--- config.mk ---
export PLATFORM = sky130hd
export DESIGN_NAME = pwm_cycle_config
export DESIGN_NICKNAME = d
export VERILOG_FILES = /design/src/logic/pwm_cycle_pkg.sv /design/src/logic/pwm_cycle_config.sv /design/src/logic/chan_reload_slice.sv
export SDC_FILE = /design/constraint.sdc
export NUM_CORES = 1
export LEC_CHECK = 0
export BUFFER_PORTS_ARGS = -buffer_cell sky130_fd_sc_hd__buf_2
export CAP_MARGIN = 25
export CELL_PAD_IN_SITES_DETAIL_PLACEMENT = 0
export CELL_PAD_IN_SITES_GLOBAL_PLACEMENT = 1
export CORE_UTILIZATION = 37
export DETAILED_ROUTE_END_ITERATION = 8
export PLACE_DENSITY = 0.9
export SLEW_MARGIN = 20
export SYNTH_ARGS = -nofsm -noshare
export SYNTH_HDL_FRONTEND = slang
export SYNTH_SLANG_ARGS = --single-unit
--- constraint.sdc ---
create_clock -name clk -period 1.9 [get_ports clk]
set_input_delay 0.19 -clock clk [delete_from_list [all_inputs] [get_ports clk]]
set_output_delay 0.19 -clock clk [all_outputs]
set_load 0.05 [all_outputs]
--- src/logic/pwm_cycle_pkg.sv ---
// ************************************************************
// Shared constants for the PWM cycle configuration slice
// ************************************************************
package pwm_cycle_pkg;

  // Channel count of the counter array
  localparam int NUM_CHAN = 6;

  // Configuration register address on the special-function bus
  localparam logic [7:0] CFG_ADDR = 8'hDF;

  // Compare bytes: low byte at base + 2n, high byte at base + 2n + 1
  localparam logic [7:0] CMP_BASE_ADDR = 8'hA0;
  localparam logic [7:0] CMP_SPAN = 8'h0C;

  // Configuration field positions
  localparam int RELOAD_SEL_BIT = 7;
  localparam int IRQ_EN_BIT = 6;
  localparam int OVF_FLAG_BIT = 5;
  localparam int CLSEL_MSB = 1;
  localparam int CLSEL_LSB = 0;

  // Reset values
  localparam logic [7:0] CFG_RESET = 8'h00;
  localparam logic [15:0] RELOAD_RESET = 16'h0000;
  localparam logic [7:0] RDATA_RESET = 8'h00;

  // Cycle widths in counter bits
  localparam logic [4:0] BASE_CYCLE_BITS = 5'h08;
  localparam logic [4:0] WIDE_CYCLE_BITS = 5'h10;
  localparam logic [10:0] MAX_CYCLE_MASK = 11'h7FF;

  // Cycle length codes, in order 8, 9, 10, 11 bits
  typedef enum logic [1:0] {CYC_8, CYC_9, CYC_10, CYC_11} cycle_len_t;

endpackage

--- src/logic/pwm_cycle_config.sv ---
`timescale 1ns/1ps
// ************************************************************
// PWM cycle configuration slice of the counter array
// ************************************************************
module pwm_cycle_config (
  // Clock and reset
  input wire logic clk,
  input wire logic sys_rst,
  // Special-function register bus
  input wire logic [7:0] sfrAddr,
  input wire logic [7:0] sfrWrData,
  input wire logic sfrWr,
  input wire logic sfrRd,
  output logic [7:0] sfrRdData,
  // Normal compare registers outside this slice
  input wire logic [7:0] normCmpRdData,
  output logic normCmpWr,
  output logic normCmpRd,
  // Main counter and channel modes
  input wire logic [15:0] counterValue,
  input wire logic counterTick,
  input wire logic [pwm_cycle_pkg::NUM_CHAN-1:0] chanPwmEnable,
  input wire logic [pwm_cycle_pkg::NUM_CHAN-1:0] widePwmSelect,
  // Per-channel results
  output logic [pwm_cycle_pkg::NUM_CHAN-1:0][15:0] reloadValue,
  output logic [pwm_cycle_pkg::NUM_CHAN-1:0] reloadActive,
  output logic [pwm_cycle_pkg::NUM_CHAN-1:0][4:0] chanCycleBits,
  // Shared configuration and interrupt
  output pwm_cycle_pkg::cycle_len_t cycleLengthSelect,
  output logic reloadRegSelect,
  output logic cycleOverflowIrqEn,
  output logic cycleOverflowFlag,
  output logic progCounterArrayIrq
);
  import pwm_cycle_pkg::*;

  // ************************************************************
  // Address decode
  // ************************************************************
  logic cfgHit;
  logic cmpHit;
  logic [7:0] cmpOffset;
  logic [2:0] cmpChan;
  logic cmpHigh;
  logic cfgWr;

  // Offset math wraps below the base, so the lower bound is checked too
  assign cmpOffset = sfrAddr - CMP_BASE_ADDR;
  assign cmpHit = (sfrAddr >= CMP_BASE_ADDR) && (cmpOffset < CMP_SPAN);
  assign cmpChan = cmpOffset[3:1];
  assign cmpHigh = cmpOffset[0];
  assign cfgHit = (sfrAddr == CFG_ADDR);
  assign cfgWr = sfrWr && cfgHit;

  // Normal compare registers only see traffic while reload select is clear
  assign normCmpWr = sfrWr && cmpHit && !reloadRegSelect;
  assign normCmpRd = sfrRd && cmpHit && !reloadRegSelect;

  // ************************************************************
  // Configuration register
  // ************************************************************
  logic next_reloadRegSelect;
  logic next_cycleOverflowIrqEn;
  logic next_cycleOverflowFlag;
  cycle_len_t next_cycleLengthSelect;
  logic [10:0] wrapMask;
  logic cycleWrap;

  // Low bits of the counter that make up one narrow cycle
  assign wrapMask = MAX_CYCLE_MASK >> (2'h3 - cycleLengthSelect);
  // Overflow out of the selected bit: all selected bits set on a tick
  assign cycleWrap = counterTick && ((counterValue[10:0] & wrapMask) == wrapMask);

  // Next values of the stored configuration fields
  always_comb begin
    next_reloadRegSelect = reloadRegSelect;
    next_cycleOverflowIrqEn = cycleOverflowIrqEn;
    next_cycleLengthSelect = cycleLengthSelect;
    next_cycleOverflowFlag = cycleOverflowFlag;
    if (cfgWr) begin
      // Bits 4:2 have no storage, so writes there vanish
      next_reloadRegSelect = sfrWrData[RELOAD_SEL_BIT];
      next_cycleOverflowIrqEn = sfrWrData[IRQ_EN_BIT];
      next_cycleLengthSelect = cycle_len_t'(sfrWrData[CLSEL_MSB:CLSEL_LSB]);
      next_cycleOverflowFlag = sfrWrData[OVF_FLAG_BIT];
    end
    // Overflow set last so it beats a clearing write in the same cycle
    if (cycleWrap) begin
      next_cycleOverflowFlag = 1'b1;
    end
  end

  always_ff @(posedge clk) begin
    if (sys_rst) begin
      reloadRegSelect <= CFG_RESET[RELOAD_SEL_BIT];
      cycleOverflowIrqEn <= CFG_RESET[IRQ_EN_BIT];
      cycleOverflowFlag <= CFG_RESET[OVF_FLAG_BIT];
      cycleLengthSelect <= cycle_len_t'(CFG_RESET[CLSEL_MSB:CLSEL_LSB]);
    end else begin
      reloadRegSelect <= next_reloadRegSelect;
      cycleOverflowIrqEn <= next_cycleOverflowIrqEn;
      cycleOverflowFlag <= next_cycleOverflowFlag;
      cycleLengthSelect <= next_cycleLengthSelect;
    end
  end

  // Masked flag onto the shared array request
  assign progCounterArrayIrq = cycleOverflowFlag && cycleOverflowIrqEn;

  // ************************************************************
  // Per-channel reload slices
  // ************************************************************
  genvar ch;
  generate
    for (ch = 0; ch < NUM_CHAN; ch++) begin : gChan
      logic chanHit;
      // Reload bytes are written only while reload select is set
      assign chanHit = sfrWr && cmpHit && reloadRegSelect && (cmpChan == 3'(ch));
      chan_reload_slice uSlice (
        .clk(clk),
        .sys_rst(sys_rst),
        .wrLow(chanHit && !cmpHigh),
        .wrHigh(chanHit && cmpHigh),
        .wrData(sfrWrData),
        .pwmEnable(chanPwmEnable[ch]),
        .widePwmSelect(widePwmSelect[ch]),
        .cycleLengthSelect(cycleLengthSelect),
        .reloadValue(reloadValue[ch]),
        .reloadActive(reloadActive[ch]),
        .cycleBits(chanCycleBits[ch])
      );
    end
  endgenerate

  // ************************************************************
  // Read data
  // ************************************************************
  logic [7:0] next_sfrRdData;
  logic [15:0] selReload;

  assign selReload = (cmpChan < 3'(NUM_CHAN)) ? reloadValue[cmpChan] : RELOAD_RESET;

  // Registered answer; unmapped addresses read zero
  always_comb begin
    next_sfrRdData = sfrRdData;
    if (sfrRd) begin
      next_sfrRdData = RDATA_RESET;
      if (cfgHit) begin
        next_sfrRdData[RELOAD_SEL_BIT] = reloadRegSelect;
        next_sfrRdData[IRQ_EN_BIT] = cycleOverflowIrqEn;
        next_sfrRdData[OVF_FLAG_BIT] = cycleOverflowFlag;
        next_sfrRdData[CLSEL_MSB:CLSEL_LSB] = cycleLengthSelect; // bits 4:2 stay zero
      end else if (cmpHit && reloadRegSelect) begin
        next_sfrRdData = cmpHigh ? selReload[15:8] : selReload[7:0];
      end else if (cmpHit) begin
        next_sfrRdData = normCmpRdData;
      end
    end
  end

  always_ff @(posedge clk) begin
    if (sys_rst) begin
      sfrRdData <= RDATA_RESET;
    end else begin
      sfrRdData <= next_sfrRdData;
    end
  end
endmodule

--- src/logic/chan_reload_slice.sv ---
`timescale 1ns/1ps
// ************************************************************
// One channel: auto-reload value and cycle width
// ************************************************************
module chan_reload_slice (
  // Clock and reset
  input wire logic clk,
  input wire logic sys_rst,
  // Byte writes steered to this channel's reload value
  input wire logic wrLow,
  input wire logic wrHigh,
  input wire logic [7:0] wrData,
  // Channel mode and shared cycle length
  input wire logic pwmEnable,
  input wire logic widePwmSelect,
  input wire pwm_cycle_pkg::cycle_len_t cycleLengthSelect,
  // Results
  output logic [15:0] reloadValue,
  output logic reloadActive,
  output logic [4:0] cycleBits
);
  import pwm_cycle_pkg::*;

  logic [15:0] next_reloadValue;

  // Byte-wise update of the held reload value
  always_comb begin
    next_reloadValue = reloadValue;
    if (wrLow) begin
      next_reloadValue[7:0] = wrData;
    end
    if (wrHigh) begin
      next_reloadValue[15:8] = wrData;
    end
  end

  always_ff @(posedge clk) begin
    if (sys_rst) begin
      reloadValue <= RELOAD_RESET;
    end else begin
      reloadValue <= next_reloadValue;
    end
  end

  // Reload only matters for 9 to 11 bit narrow PWM
  assign reloadActive = pwmEnable && !widePwmSelect && (cycleLengthSelect != CYC_8);

  // Wide channels ignore the shared length field entirely
  assign cycleBits = widePwmSelect ? WIDE_CYCLE_BITS :
                     (BASE_CYCLE_BITS + {3'h0, cycleLengthSelect});

endmodule

==> impl_metrics.tcl <==
set metrics [dict create \
    yosysUniqueCellTypes 65 \
    synth_top_family_by_area "simple AND/OR/NAND/NOR gates" \
    netlist_top_cells_area "dfxtp_1 38%, mux2i_1 8.7%, nand3_1 6.4%" \
    critical_path.startpoint_type "input pin" \
    status "finished, final reports clean" \
    grt_remaining_overflow 0 \
    worst_slack_ns 0.09602 \
    netlist_instances 640 \
    rr_worst_depth 4 \
    reg2reg_from "gChan[3].uSlice.reloadValue[4]$_SDFFE_PP0P_" \
    firstDrtPassIters 5 \
    path_common_cell "buf_2" \
    cts_resized 0 \
    tns_ns 0 \
    clkSinkCount 109 \
    cts_tree "yes" \
    final_nets 866 \
    worstSetupPathDepth 7 \
    ctsLongestPathBuffers 2 \
    numCtsBuffers 9 \
    dieWidth_um 126.6 \
    ant_nets 0 \
    rsz0062_at_grt "no" \
    path_class "in2out" \
    setup_viol 0 \
    cp.arrival_ns 1.61 \
    worst_hold_startpoint "normCmpRdData[3]" \
    post-dp-hpwl_um 14100 \
    h-tree-depth 3 \
    hold_depth 2 \
    die_area_um2 16030 \
    min_period_over_period_pct 94.95 \
    fp.dieH_um 126.6 \
    ir_worst_vdd_uv 448.5 \
    pin_count 205 \
    drtIter0Drc 508 \
    synthTopCellsByCount "109 x dfxtp_1, 74 x nand3_1, 70 x a21oi_1" \
    skew_ns 0.009952 \
    relSlewSlack_pct 65.02 \
    drv_cap 0 \
    synth_edf_count 0 \
    clockRootBuffer "clkbuf_16" \
    period_needed_ns 1.804 \
    ys.flop_type "dfxtp_1" \
    rrSetupSlack_ns 0.20 \
    clkTransAtPathRegs_ns 0.07 \
    yosysMostFrequentCell "dfxtp_1" \
    num_antenna_cells 0 \
    p_leak_nw 3.177 \
    yosysSeqAreaShare_pct 37.97 \
    port_buffers 193 \
    drc 0 \
    layout-area-overhead-vs-synth_pct 24.71 \
    crit_path_end_kind "primary output" \
    final_area_um2 7167 \
    post_cts_buffers 0 \
    cts_hold_buffers 0 \
    path_cells "buf_2 > inv_1 > ha_1 > nand3b_2 > a211oi_4 > and3_2 > buf_2" \
    synth_mux_area_share_pct 15.04 \
    worstReg2RegEnd "sfrRdData[4]$_SDFFE_PP0P_" \
    tightest_slew_ns 0.5247 \
    grt_pass1_wl_um 30040 \
    slowest_delay_ns 0.34 \
    synth-simple-area-share_pct 20.42 \
    p_total_w 0.004612 \
    synth_top_area_share_pct 37.97 \
    finalMaxSlewViolations 0 \
    drive_above_1_share_pct 34.32 \
    avgSynthCellArea_um2 8.979 \
    synth-adder-area-share_pct 0.2177 \
    crit_family "buffers and inverters" \
    drt-total-wl_um 19690 \
    yosysTopAreaCell "dfxtp_1" \
    wire_per_inst_um 19.67 \
    grt_max_degree 49 \
    via_per_inst 5.641 \
    pre_cts_slack_ns 0.02045 \
    start_util_pct 37.80 \
    num_vias 5647 \
    final_hold_viol_count 0 \
    synth-seq-cells 109 \
    cp_data_required_time_ns 1.71 \
    clock_latency_ns 0.36 \
    antenna_found_initial 0 \
    dpl-instance-area_um2 6883 \
    fmax_mhz 554.3 \
    netlist_area_um2 5747 \
    cp_max_fo 4 \
    rows 45 \
    worst-path-buf-inv 3 \
    hp-class "in2reg" \
    synth_compound_area_share_pct 18.09 \
    grt_usage_pct 24.49 \
    async_flop_share_pct 0 \
    power.density_nw_per_um2 643.5 \
    grt_pass1_vias 5129 \
    slowest_stage "a211oi_4" \
    ys.warnings.count 0 \
    synth_xor_xnor_area_share_pct 0 \
    gp_congestion 0.8554 \
    coreArea_um2 15200 \
    hold_path_end "sfrRdData[3]$_SDFFE_PP0P_" \
]
[layout make-up]
cell class / instances / area [um2]
tap: 188 / 235.2
multi-input combinational: 445 / 3113
sequential: 109 / 2183
fill: 1461 / 8035
inverter: 14 / 52.55
timing repair buffer: 229 / 1299
clock inverter: 6 / 45.04
clock buffer: 10 / 239.0
[routing by layer]
metal | global-route usage, % | part of all wire [%]
met1 | 33.17 | 43
met2 | 39.19 | 46
met3 | 5.652 | 9.0
met4 | 6.378 | 1.5
met5 | 0 | 0
[how the worst max path moves through the flow]
| stage | startpoint | to | slack [ns] |
|---|---|---|---|
| final | sfrAddr[5] | normCmpWr | 0.1 |
| after global placement | sfrAddr[5] | gChan[3].uSlice.reloadValue[4]$_SDFFE_PP0P_ | 0.04 |
| after floorplan | cycleLengthSelect[1]$_SDFFE_PP0P_ | chanCycleBits[11] | 0.12 |
| after CTS | sfrAddr[6] | normCmpWr | 0.11 |
| after detailed placement | sfrAddr[5] | gChan[3].uSlice.reloadValue[3]$_SDFFE_PP0P_ | 0.02 |
| after global routing | sfrAddr[6] | normCmpRd | 0.02 |
[worst reg2reg max path: stages (launching register included)]
cell and delay, ns:
dfxtp_1 0.34, mux4_2 0.49, and2_0 0.17, a2111oi_0 0.45
a2111oi_1 0.12
[cell usage in the layout, fill, tap and decap left out, drive strengths merged, types with 3 or more instances in the layout]
master and instances:
a211oi 6, a21oi 70, a221o 3, a2bb2oi 4
and3 4, and3b 3, buf 229, clkbuf 10
conb 6, dfxtp 109, inv 16, mux2i 50
mux4 16, nand2 12, nand2b 46, nand3 76
nand3b 5, nand4 3, nor2 20, nor3 3
nor3b 8, o21ai 69, o21bai 5, o221ai 4
o22ai 5, o31a 3
[cell families (layout without fill, tap and decap cells)]
group | Yosys count | after routing
compound gates | 179 | 179
fa+ha+maj | 1 | 1
buf+inv | 91 | 259
flops | 109 | 109
mux | 66 | 66
other cells | 1 | 6
simple gates | 193 | 193
[power breakdown]
part / total, W / switching (W) / internal (W)
Combinational: 0.000487 / 0.000330 / 0.000157
Clock: 0.00184 / 0.000900 / 0.000936
Sequential: 0.00229 / 0.00000275 / 0.00229
Total: 0.00461 / 0.00123 / 0.00338
[state kept, by name, indices dropped and copies added, names as in the netlist]
signal	flops
cycleOverflowFlag	1
sfrRdData	8
gChan.uSlice.reloadValue	96
cycleOverflowIrqEn	1
cycleLengthSelect	2
reloadRegSelect	1
[metrics by stage]
step           hold slack (ns)  utilization [%]  cells
2_1_floorplan           0.3283                -    645
3_3_place_gp            0.4416            45.28    985
3_5_place_dp            0.4392            45.28    985
4_1_cts                0.07264            47.14   1001
5_1_grt                0.08641            47.14   1001
6_report               0.08823            47.14   1001
Power figures use the tool's default switching activity.
